## config.mk

```make
export PLATFORM = sky130hd
export DESIGN_NAME = btwc_top
export DESIGN_NICKNAME = d
export VERILOG_FILES = /design/src/btwc_pkg.sv /design/src/btwc_top.sv
export SDC_FILE = /design/constraint.sdc
export NUM_CORES = 1
export LEC_CHECK = 0
export ABC_AREA = 0
export ABC_CLOCK_PERIOD_IN_PS = 21400
export CORE_MARGIN = 5
export CORE_UTILIZATION = 62
export DETAILED_ROUTE_END_ITERATION = 10
export DONT_BUFFER_PORTS = 1
export GPL_TIMING_DRIVEN = 1
export HOLD_SLACK_MARGIN = 0.1
export MAX_ROUTING_LAYER = met4
export PLACE_DENSITY = 0.78
export SYNTH_ARGS = -nofsm -noshare
export SYNTH_HDL_FRONTEND = slang
export SYNTH_SLANG_ARGS = --single-unit
```

## constraint.sdc

```tcl
create_clock -name mclk_in -period 21.4 [get_ports mclk_in]
set_input_delay 3.21 -clock mclk_in [delete_from_list [all_inputs] [get_ports mclk_in]]
set_output_delay 3.21 -clock mclk_in [all_outputs]
set_load 0.03 [all_outputs]
```

## src/btwc_pkg.sv

```systemverilog
/*
 * Constants for the belt tension wear check: register indices, field
 * positions, reset values and encodings of the selection fields.
 * Assumes a plain register port with word indices and 16-bit data.
 */
`default_nettype none

package btwc_pkg;

	// Register indices on the register port
	localparam logic [3:0] ADDR_CTRL = 4'h0;
	localparam logic [3:0] ADDR_TENSION_FITTED = 4'h1;
	localparam logic [3:0] ADDR_TENSION_STRETCHED = 4'h2;
	localparam logic [3:0] ADDR_FRICTION_FITTED = 4'h3;
	localparam logic [3:0] ADDR_FRICTION_STRETCHED = 4'h4;
	localparam logic [3:0] ADDR_TENSION_LIMIT = 4'h5;
	localparam logic [3:0] ADDR_IRQ_STATUS = 4'h6;
	localparam logic [3:0] ADDR_IRQ_MASK = 4'h7;
	localparam logic [3:0] ADDR_STATE = 4'h8;
	localparam logic [3:0] ADDR_TENSION_EST = 4'h9;
	localparam logic [3:0] ADDR_FRICTION_BASIS = 4'hA;

	// Control register fields
	localparam int CTRL_FUNC_LSB = 0;
	localparam int CTRL_SRC_LSB = 4;

	// State register bit positions
	localparam int STATE_PRED_BIT = 0;
	localparam int STATE_EST_BIT = 1;
	localparam int STATE_WARN_BIT = 2;
	localparam int STATE_TENS_BAD_BIT = 3;
	localparam int STATE_FRIC_BAD_BIT = 4;

	// Interrupt status bit positions
	localparam int IRQ_WARN_SET_BIT = 0;
	localparam int IRQ_WARN_CLR_BIT = 1;
	localparam int IRQ_CFG_BAD_BIT = 2;
	localparam int IRQ_BITS = 3;

	// Reset values
	localparam logic [15:0] PARAM_RESET = 16'h0000;
	localparam logic [2:0] IRQ_RESET = 3'h0;

	// Limit is in 0.1 percent units: full scale is 1000
	localparam logic [9:0] PER_MILLE = 10'h3E8;

	// Function selection
	typedef enum logic [1:0] {
		BTWC_FUNC_OFF,
		BTWC_FUNC_ESTIMATE,
		BTWC_FUNC_PREDICT,
		BTWC_FUNC_RSVD
	} btwc_func_e;

	// Friction source selection
	typedef enum logic [1:0] {
		BTWC_SRC_FORWARD,
		BTWC_SRC_REVERSE,
		BTWC_SRC_AVERAGE,
		BTWC_SRC_RSVD
	} btwc_src_e;

endpackage : btwc_pkg

`default_nettype wire

```

## src/btwc_top.sv

```systemverilog
/*
 * Belt tension wear check: parameter registers, consistency checks,
 * friction basis selection and tension warning with interrupt.
 * Also holds the small reference register used once per parameter.
 * Assumes estimator inputs are synchronous to mclk_in and that the
 * register master follows the one-cycle strobe protocol.
 */
// Implementation choices: the placing of the registers and strobed register access.
`timescale 1ns/1ps
`default_nettype none

module btwc_param_reg #(
	parameter int WIDTH = 16,
	parameter logic [3:0] INDEX = 4'h0
) (
	// Clock and reset
	input wire logic mclk_in,
	input wire logic rst_n_in,
	// Write side of the register port
	input wire logic [3:0] addr_in,
	input wire logic [WIDTH-1:0] wdata_in,
	input wire logic wr_in,
	// Stored value
	output logic [WIDTH-1:0] value_out
);

	// Refuse widths the register port cannot carry
	if (WIDTH < 1 || WIDTH > 16)
	begin : g_bad_width
		$error("btwc_param_reg: WIDTH must lie between 1 and 16");
	end

	// Load on a write to this index, zero after reset
	always_ff @(posedge mclk_in or negedge rst_n_in)
	begin
		if (!rst_n_in)
			value_out <= btwc_pkg::PARAM_RESET[WIDTH-1:0];
		else if (wr_in && addr_in == INDEX)
			value_out <= wdata_in;
	end

endmodule : btwc_param_reg

module btwc_top #(
	parameter int DATA_W = 16
) (
	// Clock and reset
	input wire logic mclk_in,
	input wire logic rst_n_in,
	// Register port
	input wire logic [3:0] reg_addr_in,
	input wire logic [15:0] reg_wdata_in,
	input wire logic reg_wr_in,
	input wire logic reg_rd_in,
	output logic [15:0] reg_rdata_out,
	// Friction estimator results, 0.1 percent units
	input wire logic [DATA_W-1:0] friction_fwd_in,
	input wire logic [DATA_W-1:0] friction_rev_in,
	input wire logic friction_valid_in,
	// Tension estimator result, 0.1 N units
	input wire logic [DATA_W-1:0] tension_est_in,
	input wire logic tension_valid_in,
	// Status towards the drive
	output logic estimation_enable_out,
	output logic prediction_enable_out,
	output logic [DATA_W-1:0] friction_basis_out,
	output logic machine_diagnosis_warning_out,
	output logic irq_out
);

	// Refuse widths the register port and the limit test cannot carry
	if (DATA_W < 11 || DATA_W > 16)
	begin : g_bad_width
		$error("btwc_top: DATA_W must lie between 11 and 16");
	end

	// Parameter registers
	logic [1:0] func_reg;
	logic [1:0] src_reg;
	logic [DATA_W-1:0] tension_fitted_param_reg;
	logic [DATA_W-1:0] tension_stretched_param_reg;
	logic [DATA_W-1:0] friction_fitted_param_reg;
	logic [DATA_W-1:0] friction_stretched_param_reg;
	logic [DATA_W-1:0] tension_limit_param_reg;
	logic [btwc_pkg::IRQ_BITS-1:0] irq_status_reg;
	logic [btwc_pkg::IRQ_BITS-1:0] irq_mask_reg;
	logic [DATA_W-1:0] tension_est_reg;
	logic [15:0] reg_rdata_next;
	logic pred_enable_next;
	logic tension_bad;
	logic friction_bad;
	logic below_limit;
	logic [DATA_W+9:0] scaled_est;
	logic [2*DATA_W-1:0] scaled_limit;
	logic [DATA_W:0] friction_sum;
	logic [DATA_W-1:0] friction_basis_next;
	logic [btwc_pkg::IRQ_BITS-1:0] irq_events;
	logic wr_ctrl;

	assign wr_ctrl = reg_wr_in && (reg_addr_in == btwc_pkg::ADDR_CTRL);

	// Control fields
	always_ff @(posedge mclk_in or negedge rst_n_in)
	begin
		if (!rst_n_in)
		begin
			func_reg <= btwc_pkg::BTWC_FUNC_OFF;
			src_reg <= btwc_pkg::BTWC_SRC_FORWARD;
		end
		else if (wr_ctrl)
		begin
			func_reg <= reg_wdata_in[btwc_pkg::CTRL_FUNC_LSB +: 2];
			src_reg <= reg_wdata_in[btwc_pkg::CTRL_SRC_LSB +: 2];
		end
	end

	// Reference parameters, one register each, all zero after reset
	btwc_param_reg #(
		.WIDTH(DATA_W),
		.INDEX(btwc_pkg::ADDR_TENSION_FITTED)
	) i_tension_fitted (
		.mclk_in(mclk_in),
		.rst_n_in(rst_n_in),
		.addr_in(reg_addr_in),
		.wdata_in(reg_wdata_in[DATA_W-1:0]),
		.wr_in(reg_wr_in),
		.value_out(tension_fitted_param_reg)
	);

	btwc_param_reg #(
		.WIDTH(DATA_W),
		.INDEX(btwc_pkg::ADDR_TENSION_STRETCHED)
	) i_tension_stretched (
		.mclk_in(mclk_in),
		.rst_n_in(rst_n_in),
		.addr_in(reg_addr_in),
		.wdata_in(reg_wdata_in[DATA_W-1:0]),
		.wr_in(reg_wr_in),
		.value_out(tension_stretched_param_reg)
	);

	btwc_param_reg #(
		.WIDTH(DATA_W),
		.INDEX(btwc_pkg::ADDR_FRICTION_FITTED)
	) i_friction_fitted (
		.mclk_in(mclk_in),
		.rst_n_in(rst_n_in),
		.addr_in(reg_addr_in),
		.wdata_in(reg_wdata_in[DATA_W-1:0]),
		.wr_in(reg_wr_in),
		.value_out(friction_fitted_param_reg)
	);

	btwc_param_reg #(
		.WIDTH(DATA_W),
		.INDEX(btwc_pkg::ADDR_FRICTION_STRETCHED)
	) i_friction_stretched (
		.mclk_in(mclk_in),
		.rst_n_in(rst_n_in),
		.addr_in(reg_addr_in),
		.wdata_in(reg_wdata_in[DATA_W-1:0]),
		.wr_in(reg_wr_in),
		.value_out(friction_stretched_param_reg)
	);

	btwc_param_reg #(
		.WIDTH(DATA_W),
		.INDEX(btwc_pkg::ADDR_TENSION_LIMIT)
	) i_tension_limit (
		.mclk_in(mclk_in),
		.rst_n_in(rst_n_in),
		.addr_in(reg_addr_in),
		.wdata_in(reg_wdata_in[DATA_W-1:0]),
		.wr_in(reg_wr_in),
		.value_out(tension_limit_param_reg)
	);

	// Interrupt mask
	always_ff @(posedge mclk_in or negedge rst_n_in)
	begin
		if (!rst_n_in)
			irq_mask_reg <= btwc_pkg::IRQ_RESET;
		else if (reg_wr_in && reg_addr_in == btwc_pkg::ADDR_IRQ_MASK)
			irq_mask_reg <= reg_wdata_in[btwc_pkg::IRQ_BITS-1:0];
	end

	// Consistency checks and enable decision
	always_comb
	begin
		tension_bad = tension_fitted_param_reg < tension_stretched_param_reg;
		friction_bad = friction_fitted_param_reg < friction_stretched_param_reg;
		pred_enable_next = (func_reg == btwc_pkg::BTWC_FUNC_PREDICT)
			&& !tension_bad && !friction_bad;
	end

	// Friction basis choice
	always_comb
	begin
		friction_sum = {1'b0, friction_fwd_in} + {1'b0, friction_rev_in};
		case (src_reg)
			btwc_pkg::BTWC_SRC_FORWARD: friction_basis_next = friction_fwd_in;
			btwc_pkg::BTWC_SRC_REVERSE: friction_basis_next = friction_rev_in;
			btwc_pkg::BTWC_SRC_AVERAGE: friction_basis_next = friction_sum[DATA_W:1];
			default: friction_basis_next = friction_fwd_in;
		endcase
	end

	// Limit test: est * 1000 < fitted * limit, avoids a divider
	always_comb
	begin
		scaled_est = tension_est_reg * btwc_pkg::PER_MILLE;
		scaled_limit = tension_fitted_param_reg * tension_limit_param_reg;
		below_limit = ({{(DATA_W-10){1'b0}}, scaled_est} < scaled_limit);
	end

	// Latest tension estimate
	always_ff @(posedge mclk_in or negedge rst_n_in)
	begin
		if (!rst_n_in)
			tension_est_reg <= btwc_pkg::PARAM_RESET[DATA_W-1:0];
		else if (tension_valid_in)
			tension_est_reg <= tension_est_in;
	end

	// Friction basis output, updated on each estimate
	always_ff @(posedge mclk_in or negedge rst_n_in)
	begin
		if (!rst_n_in)
			friction_basis_out <= btwc_pkg::PARAM_RESET[DATA_W-1:0];
		else if (friction_valid_in)
			friction_basis_out <= friction_basis_next;
	end

	// Enables towards the estimator and predictor
	always_ff @(posedge mclk_in or negedge rst_n_in)
	begin
		if (!rst_n_in)
		begin
			estimation_enable_out <= 1'b0;
			prediction_enable_out <= 1'b0;
		end
		else
		begin
			estimation_enable_out <= (func_reg != btwc_pkg::BTWC_FUNC_OFF);
			prediction_enable_out <= pred_enable_next;
		end
	end

	// Warning: raised below limit, dropped at or above it or when disabled
	always_ff @(posedge mclk_in or negedge rst_n_in)
	begin
		if (!rst_n_in)
			machine_diagnosis_warning_out <= 1'b0;
		else if (!pred_enable_next)
			machine_diagnosis_warning_out <= 1'b0;
		else
			machine_diagnosis_warning_out <= below_limit;
	end

	// Events: warning raised, warning cleared, references turned inconsistent
	always_comb
	begin
		irq_events = '0;
		irq_events[btwc_pkg::IRQ_WARN_SET_BIT] = pred_enable_next && below_limit
			&& !machine_diagnosis_warning_out;
		irq_events[btwc_pkg::IRQ_WARN_CLR_BIT] = machine_diagnosis_warning_out
			&& !(pred_enable_next && below_limit);
		irq_events[btwc_pkg::IRQ_CFG_BAD_BIT] = (func_reg == btwc_pkg::BTWC_FUNC_PREDICT)
			&& (tension_bad || friction_bad) && prediction_enable_out;
	end

	// Sticky status, write one to clear; a new event wins over the clear
	always_ff @(posedge mclk_in or negedge rst_n_in)
	begin
		if (!rst_n_in)
			irq_status_reg <= btwc_pkg::IRQ_RESET;
		else if (reg_wr_in && reg_addr_in == btwc_pkg::ADDR_IRQ_STATUS)
			irq_status_reg <= (irq_status_reg & ~reg_wdata_in[btwc_pkg::IRQ_BITS-1:0])
				| irq_events;
		else
			irq_status_reg <= irq_status_reg | irq_events;
	end

	// Level interrupt from registered status and mask
	always_ff @(posedge mclk_in or negedge rst_n_in)
	begin
		if (!rst_n_in)
			irq_out <= 1'b0;
		else
			irq_out <= |(irq_status_reg & irq_mask_reg);
	end

	// Read multiplexer; unmapped indices read zero
	always_comb
	begin
		reg_rdata_next = 16'h0000;
		if (reg_addr_in == btwc_pkg::ADDR_CTRL)
		begin
			reg_rdata_next[btwc_pkg::CTRL_FUNC_LSB +: 2] = func_reg;
			reg_rdata_next[btwc_pkg::CTRL_SRC_LSB +: 2] = src_reg;
		end
		else if (reg_addr_in == btwc_pkg::ADDR_TENSION_FITTED)
			reg_rdata_next[DATA_W-1:0] = tension_fitted_param_reg;
		else if (reg_addr_in == btwc_pkg::ADDR_TENSION_STRETCHED)
			reg_rdata_next[DATA_W-1:0] = tension_stretched_param_reg;
		else if (reg_addr_in == btwc_pkg::ADDR_FRICTION_FITTED)
			reg_rdata_next[DATA_W-1:0] = friction_fitted_param_reg;
		else if (reg_addr_in == btwc_pkg::ADDR_FRICTION_STRETCHED)
			reg_rdata_next[DATA_W-1:0] = friction_stretched_param_reg;
		else if (reg_addr_in == btwc_pkg::ADDR_TENSION_LIMIT)
			reg_rdata_next[DATA_W-1:0] = tension_limit_param_reg;
		else if (reg_addr_in == btwc_pkg::ADDR_IRQ_STATUS)
			reg_rdata_next[btwc_pkg::IRQ_BITS-1:0] = irq_status_reg;
		else if (reg_addr_in == btwc_pkg::ADDR_IRQ_MASK)
			reg_rdata_next[btwc_pkg::IRQ_BITS-1:0] = irq_mask_reg;
		else if (reg_addr_in == btwc_pkg::ADDR_STATE)
		begin
			reg_rdata_next[btwc_pkg::STATE_PRED_BIT] = prediction_enable_out;
			reg_rdata_next[btwc_pkg::STATE_EST_BIT] = estimation_enable_out;
			reg_rdata_next[btwc_pkg::STATE_WARN_BIT] = machine_diagnosis_warning_out;
			reg_rdata_next[btwc_pkg::STATE_TENS_BAD_BIT] = tension_bad;
			reg_rdata_next[btwc_pkg::STATE_FRIC_BAD_BIT] = friction_bad;
		end
		else if (reg_addr_in == btwc_pkg::ADDR_TENSION_EST)
			reg_rdata_next[DATA_W-1:0] = tension_est_reg;
		else if (reg_addr_in == btwc_pkg::ADDR_FRICTION_BASIS)
			reg_rdata_next[DATA_W-1:0] = friction_basis_out;
	end

	// Read data stands only in the cycle after the read strobe
	always_ff @(posedge mclk_in or negedge rst_n_in)
	begin
		if (!rst_n_in)
			reg_rdata_out <= 16'h0000;
		else if (reg_rd_in)
			reg_rdata_out <= reg_rdata_next;
		else
			reg_rdata_out <= 16'h0000;
	end

endmodule : btwc_top

`default_nettype wire

```

==> metrics.md, run 1 <==
| Metric | Value |
|---|---|
| Clock Tree Buf Depth | `2` |
| WL met3 | `3720 um` |
| Final period utilization | `39.7%` |
| Worst path bufs/invs | `3` |
| Overflow after GRT | `0` |
| First-pass GRT wire length | `81100 um` |
| Clock slew at reported path FFs | `0.06 ns` |
| Die Ht | `186 um` |
| Critical path's slowest cell | `dfrtp_1` |
| Inserted Diodes | `0` |
| Post-synthesis sequential area ratio | `18.4%` |
| Area Growth Syn to Fin | `4.31%` |
| Vias in the first global route | `15300` |
| Most used DFF post-synth | `dfrtp_1` |
| Final setup vio count | `0` |
| Min cycle time layout | `8.50 ns` |
| CP Class | `reg -> reg` |
| Synth Warn # | `0` |
| Share of post-route cells with drive strength above 1 | `7.95%` |
| 1st-iter DRT viols | `1061` |
| Hold-fix buffers, CTS | `0` |
| CP peak stage delay | `0.80 ns` |
| Syn_area_per_cell | `9.55 um2` |
| Routed WL per cell | `20.9 um` |
| Total GRT Usage | `29.6%` |
| Worst Path Required | `21.71 ns` |
| Crit path capture type | `flip-flop` |
| Post-synth cell types | `67` |
| Total number of vias | `14600` |
| # port buffers | `0` |
| Register area | `3550 um2` |
| Post-CTS sizing | `0` |
| Highest Clock Rate | `0.118 GHz` |
| Relative slew slack | `29.0%` |
| Later-pin clock latency in the skew report | `0.44 ns` |
| RSZ-0062 raised after global routing | `false` |
| Post-CTS setup buffer count | `0` |
| Detailed-route vias per instance | `6.17` |
| # Max-Cap Violations | `0` |
| Synth Cell Area | `19300 um2` |
| Mapped Cells | `2021` |
| Final Max Tran Viols | `0` |
| Die Area | `34800 um2` |
| Sink Count | `142` |
| HPWL after detailed placement | `39600 um` |
| CP top delay family | `adder cells` |
| Non-filler cells, final | `2370` |
| FFs w/ async S/R, synth | `100%` |
| Final TNS setup | `0 ns` |
| Placed Instances | `2338` |
| Gpl congestion | `0.937` |
| Post-route antenna net violation count | `0` |
| CTS root buf | `clkbuf_16` |
| Multi-input logic area | `14300 um2` |
| Num CTS Buffers | `17` |
| Worst min-delay path class | `reg -> reg` |
| # DRC | `0` |
| Most frequent cells in the layout | `inv_1, fa_1, ha_1, nand2_1, dfrtp_1` |
| Drt pass-1 iters | `8` |
| Site Rows | `64` |
| Top routing layer in use | `met4` |
| Io pins | `110` |
| Filler Cell Count | `2491` |
| Final nets | `2510` |
| Core box area | `30700 um2` |
| Critical Path Source Type | `flip-flop` |
| Most common cell after layout, fill and taps aside | `inv_1` |
| H-tree depth | `4` |
| Crit path max fanout | `19` |
| Largest net degree at the start of global routing | `143` |
| Critical path arrival | `8.81 ns` |
| Tightest Pin Transition | `1.06 ns` |
| Status | `finished clean` |
| Syn nets | `2570` |
| Crit path top cell by count | `fa_1` |
| Clk_skew | `0.0131 ns` |
| Routed WL | `49600 um` |
| Die Width | `186 um` |
| #FFs+latches synth | `142` |
| Wl on met1 | `20900 um` |
| CTS tree | `yes` |
| Post-synth EDFFs | `0` |
| Initial Util | `62.9%` |
| Metal2 WL | `23500 um` |
| Antenna violations before repair | `0` |
| Fin. Hold Viols | `0` |
[final cells by class]
type,instances,share of cell area [%]
tap,396,2.46
multi-input combinational,1488,70.9
timing repair buffer,3,0.112
clock inverter,13,0.870
inverter,309,5.76
sequential,142,17.7
clock buffer,19,2.20
[kinds of logic (layout without fill, tap and decap cells)]
| family | after synthesis | count (layout) | synth area share, % |
|---|---|---|---|
| AOI/OAI and AO/OA | 342 | 342 | 11.6 |
| xor gates and xnor gates | 54 | 54 | 2.45 |
| and+or+nand+nor | 502 | 502 | 12.8 |
| adders and majority gates | 475 | 475 | 40.5 |
| DFF | 142 | 142 | 18.4 |
| muxes | 115 | 115 | 6.67 |
| buffers and inverters | 391 | 344 | 7.61 |
[worst register-to-register path: cells and delay by family, from the launching register on]
kind | cells | cell delay [ns]
flip-flops | 1 | 0.80
XOR/XNOR | 1 | 0.09
AND/OR/NAND/NOR | 3 | 0.40
adder cells (fa/ha/maj) | 8 | 3.70
buffers and inverters | 3 | 0.16
AO/OA/AOI/OAI | 11 | 3.23
[per-stage QoR]
| stage | instance area, um2 | setup slack, ns | utilization (%) | hold WS (ns) |
|---|---|---|---|---|
| floorplan | 19300 | 13.69 | - | 0.469 |
| global placement | 19500 | 13.17 | 63.6 | 0.487 |
| detailed placement | 19500 | 12.97 | 63.6 | 0.494 |
| CTS | 20100 | 12.92 | 65.6 | 0.507 |
| global route | 20100 | 12.41 | 65.6 | 0.519 |
| finish | 20100 | 12.90 | 65.6 | 0.504 |
[Yosys cell counts, types with 10 or more instances]
master / n / area (um2)
a21o_1: 39 / 293
a21oi_1: 69 / 345
a221oi_1: 10 / 87.6
a22oi_1: 30 / 225
a31oi_1: 18 / 113
and2_1: 119 / 744
clkbuf_1: 81 / 304
dfrtp_1: 142 / 3550
fa_1: 249 / 4980
ha_1: 226 / 2830
inv_1: 308 / 1160
mux2_2: 109 / 1230
nand2_1: 214 / 803
nand2b_1: 14 / 87.6
nand3_1: 11 / 55.1
nand4_1: 12 / 75.1
nor2_1: 57 / 214
nor2b_1: 18 / 113
nor3_1: 18 / 90.1
o21a_1: 14 / 105
o21ai_0: 84 / 420
xnor2_1: 34 / 298
xor2_1: 20 / 175
[worst paths after layout]
path	end	slack, ns	start	depth (start not counted)
max in group asynchronous	i_tension_limit.value_out[10]	18.69	rst_n_in	0
setup / recovery	irq_status_reg[1]	12.90	i_tension_fitted.value_out[11]	26
hold / removal	i_friction_stretched.value_out[2]	0.50	i_friction_stretched.value_out[2]	1
setup reg to reg	irq_status_reg[1]	12.90	i_tension_fitted.value_out[11]	26
min in group asynchronous	i_tension_stretched.value_out[0]	2.47	rst_n_in	0
hold reg to reg	i_friction_stretched.value_out[2]	0.50	i_friction_stretched.value_out[2]	1
[routing by layer]
layer  GRT usage, %  up-vias
met1           39.8     7387
li1               -     6555
met5              -        -
met3           6.75      116
met4           8.64        0
met2           45.5      557
Power of run 1 is not shown: default switching activity piles up to over one toggle a cycle in this logic, so the estimate is an artifact.
==> inputs of run 2 (changes only) <==
==> config.mk (replaced) <==
export PLATFORM = sky130hd
export DESIGN_NAME = btwc_top
export DESIGN_NICKNAME = d
export VERILOG_FILES = /design/src/btwc_pkg.sv /design/src/btwc_top.sv
export SDC_FILE = /design/constraint.sdc
export NUM_CORES = 1
export LEC_CHECK = 0
export ABC_AREA = 1
export ABC_CLOCK_PERIOD_IN_PS = 7650
export CORE_MARGIN = 5
export CORE_UTILIZATION = 61
export DETAILED_ROUTE_END_ITERATION = 10
export DONT_BUFFER_PORTS = 1
export GPL_TIMING_DRIVEN = 1
export HOLD_SLACK_MARGIN = 0.1
export MAX_ROUTING_LAYER = met4
export PLACE_DENSITY = 0.8
export SYNTH_ARGS = -nofsm -noshare
export SYNTH_HDL_FRONTEND = slang
export SYNTH_SLANG_ARGS = --single-unit
==> constraint.sdc (replaced) <==
create_clock -name mclk_in -period 7.65 [get_ports mclk_in]
set_input_delay 1.1475 -clock mclk_in [delete_from_list [all_inputs] [get_ports mclk_in]]
set_output_delay 1.1475 -clock mclk_in [all_outputs]
set_load 0.03 [all_outputs]
==> run 2 against run 1 <==
Via count grew 12%. Critical endpoint is now irq_status_reg[0]. Largest cell class unchanged. Synthesized cell count grew 28%. Worst setup slack lost 12 ns. Critical path depth grew 6. Count of clock-buffer cells in the layout shrank 2. Clock skew shrank 0.0039 ns. Final area grew 2.9%. Core utilization shrank 1.6 points.
==> metrics.md, run 2 <==
| Metric | Value |
|---|---|
| Status | `finished clean` |
| Reg2reg setup slack | `0.61 ns (-12.29 ns)` |
| Syn nets | `3129 (+22%)` |
| Final TNS setup | `0 ns (unchanged)` |
| Busiest grt layer | `met2` |
| Sink Count | `142 (unchanged)` |
| CP peak stage delay | `0.81 ns (about the same)` |
| Share of post-route cells with drive strength above 1 | `2.82% (-5.1 points)` |
| Final Max Tran Viols | `0 (unchanged)` |
| #FFs+latches synth | `142 (unchanged)` |
| Overflow after GRT | `0 (unchanged)` |
| Worst Path Required | `7.96 ns (-13.75 ns)` |
| RSZ-0062 raised after global routing | `false` |
| Final period utilization | `92.1% (+52 points)` |
| Post-CTS sizing | `0 (unchanged)` |
| Synth Warn # | `0 (unchanged)` |
| Total number of vias | `16400 (+12%)` |
| Total GRT Usage | `30.1% (+0.47 points)` |
| Core box area | `32400 um2 (+5.5%)` |
| Relative slew slack | `32.4% (+3.4 points)` |
| Met1 usage | `40.4% (+0.52 points)` |
| Post-synthesis sequential area ratio | `17.8% (-0.57 points)` |
| Synth Cell Area | `19900 um2 (+3.2%)` |
| Count leader, synth | `nand2_1` |
| H-tree depth | `4 (unchanged)` |
| GR Util met2 | `48.4% (+2.8 points)` |
| Worst min-delay path class | `in -> async` |
| Detailed-route vias per instance | `5.55 (-10%)` |
| Clock slew at reported path FFs | `0.06 ns (about the same)` |
| Post-CTS setup buffer count | `0 (unchanged)` |
| CTS root buf | `clkbuf_16` |
| Critical path's slowest cell | `dfrtp_1` |
| Gpl congestion | `0.973 (+3.8%)` |
| Synth top cells by count | `nand2_1, inv_1, fa_1` |
| HPWL after detailed placement | `41600 um (+5.2%)` |
| Filler Cell Count | `2855 (+15%)` |
| Critical Path Source Type | `flip-flop` |
| Area Growth Syn to Fin | `4.02%` |
| Antenna violations before repair | `0 (unchanged)` |
| Later-pin clock latency in the skew report | `0.43 ns (about the same)` |
| Hold-fix buffers, CTS | `0 (unchanged)` |
| Final nets | `3053 (+22%)` |
| Largest net degree at the start of global routing | `143 (unchanged)` |
| CTS tree | `yes` |
| CP Class | `reg -> reg` |
| Synth top area share | `25.0% (-0.80 points)` |
| Crit path top cell by count | `nand2_1` |
| Fin. Hold Viols | `0 (unchanged)` |
| Initial Util | `61.5% (-1.4 points)` |
| Io pins | `110 (unchanged)` |
| Routed WL | `51200 um (+3.2%)` |
| Crit path max fanout | `19 (unchanged)` |
| Critical path arrival | `7.35 ns (-1.46 ns)` |
| Die Ht | `191 um (+2.3%)` |
| FFs w/ async S/R, synth | `100% (unchanged)` |
| # port buffers | `0 (unchanged)` |
| Most frequent cells in the layout | `nand2_1, inv_1, fa_1, ha_1, o21ai_0` |
| Final worst slack | `0.606 ns (-12.29 ns)` |
| Post-route antenna net violation count | `0 (unchanged)` |
| Top cell type by total area after synthesis | `fa_1` |
| Drt pass-1 iters | `6 (-2)` |
| 1st-iter DRT viols | `1575 (+48%)` |
| Syn_area_per_cell | `7.72 um2 (-19%)` |
| Met3 global-route usage | `4.65% (-2.1 points)` |
| Post-synth EDFFs | `0 (unchanged)` |
| Most common cell after layout, fill and taps aside | `nand2_1` |
| Tightest Pin Transition | `1.01 ns (-0.0519 ns)` |
| Site Rows | `66 (+3.1%)` |
| Vias in the first global route | `16800 (+10%)` |
| Die Width | `191 um (+2.3%)` |
| Final setup vio count | `0 (unchanged)` |
| Mapped Cells | `2580 (+28%)` |
| Inserted Diodes | `0 (unchanged)` |
| # DRC | `0 (unchanged)` |
| Fin util | `64.0% (-1.6 points)` |
| Highest Clock Rate | `0.142 GHz (+21%)` |
| First-pass GRT wire length | `85400 um (+5.3%)` |
| Routed WL per cell | `17.3 um (-17%)` |
| Crit path capture type | `flip-flop` |
| Placed Instances | `2927 (+25%)` |
| Clock Tree Buf Depth | `2 (unchanged)` |
| Post-synth cell types | `46 (-31%)` |
| Clk_skew | `0.00915 ns (-0.00392 ns)` |
| Non-filler cells, final | `2958 (+25%)` |
| Die Area | `36400 um2 (+4.6%)` |
| Min cycle time layout | `7.04 ns (-1.46 ns)` |
| Dpl ws | `0.640 ns (-12.33 ns)` |
| Num CTS Buffers | `17 (unchanged)` |
| Most used DFF post-synth | `dfrtp_1` |
| Synth top area cells | `fa_1, dfrtp_1, ha_1` |
| # Max-Cap Violations | `0 (unchanged)` |
-- run 2: changes by cell type after synthesis, moves of 16 or more --
cell / change
o21ai_0: +104
xnor2_1: -16
and2_1: -118
nand2_1: +431
a22oi_1: -30
inv_1: +271
mux2_2: -109
a21o_1: -31
nor2_1: +16
nand3_1: +33
nor2b_1: -18
a21oi_1: +79
o211ai_1: +17
-- run 2: logic make-up (layout without fill, tap and decap cells) --
family / count (synthesis) / in the layout / synth area share (%)
buffers and inverters: 682 / 618 / 13.0
adders and majority gates: 475 / 475 / 39.2
and+or+nand+nor: 818 / 818 / 16.6
AOI/OAI and AO/OA: 418 / 418 / 11.4
DFF: 142 / 142 / 17.8
xor gates and xnor gates: 45 / 45 / 1.98
-- run 2: path summary, 6_finish.rpt --
path | start | cells after the start | to
min in group mclk_in | i_tension_stretched.value_out[12] | 2 | i_tension_stretched.value_out[12]
hold reg to reg | i_tension_stretched.value_out[12] | 2 | i_tension_stretched.value_out[12]
setup / recovery | i_tension_fitted.value_out[6] | 32 | irq_status_reg[0]
hold / removal | rst_n_in | 0 | i_friction_stretched.value_out[12]
max in group asynchronous | rst_n_in | 0 | friction_basis_out[2]
setup reg to reg | i_tension_fitted.value_out[6] | 32 | irq_status_reg[0]
-- run 2: layout make-up --
| cell class | count | area [um2] | share of cell area (%) |
|---|---|---|---|
| repair buffers | 4 | 30.0 | 0.145 |
| multi-input cells | 1756 | 13800 | 66.5 |
| well taps | 442 | 553 | 2.67 |
| clock inverters | 14 | 185 | 0.894 |
| clock buffers | 17 | 425 | 2.05 |
| flip-flops and latches | 142 | 3550 | 17.2 |
| inverters | 583 | 2190 | 10.6 |
-- run 2: routing by layer --
metal  share of wire [%]  wire, um  vias up
met5                   0         0        -
met4                 3.0      1520        0
met3                 7.0      3600      116
met2                  47     24100      644
met1                  43     22000     7902
li1                    -         -     7754
-- run 2: worst max-delay path: cells and delay by family (launching register included) --
kind            cells  cell delay, ns
fa+ha+maj           8            3.74
simple gates       15            1.57
flops               1            0.81
compound gates      2            0.35
buf+inv             6            0.29
xor+xnor            1            0.15
-- run 2: through the flow --
stage | hold WS (ns) | instance area [um2]
finish | 0.415 | 20700
global route | 0.394 | 20700
CTS | 0.405 | 20700
detailed placement | 0.474 | 20100
global placement | 0.468 | 20100
floorplan | 0.453 | 19900
Power of run 2 is left out for the same reason.
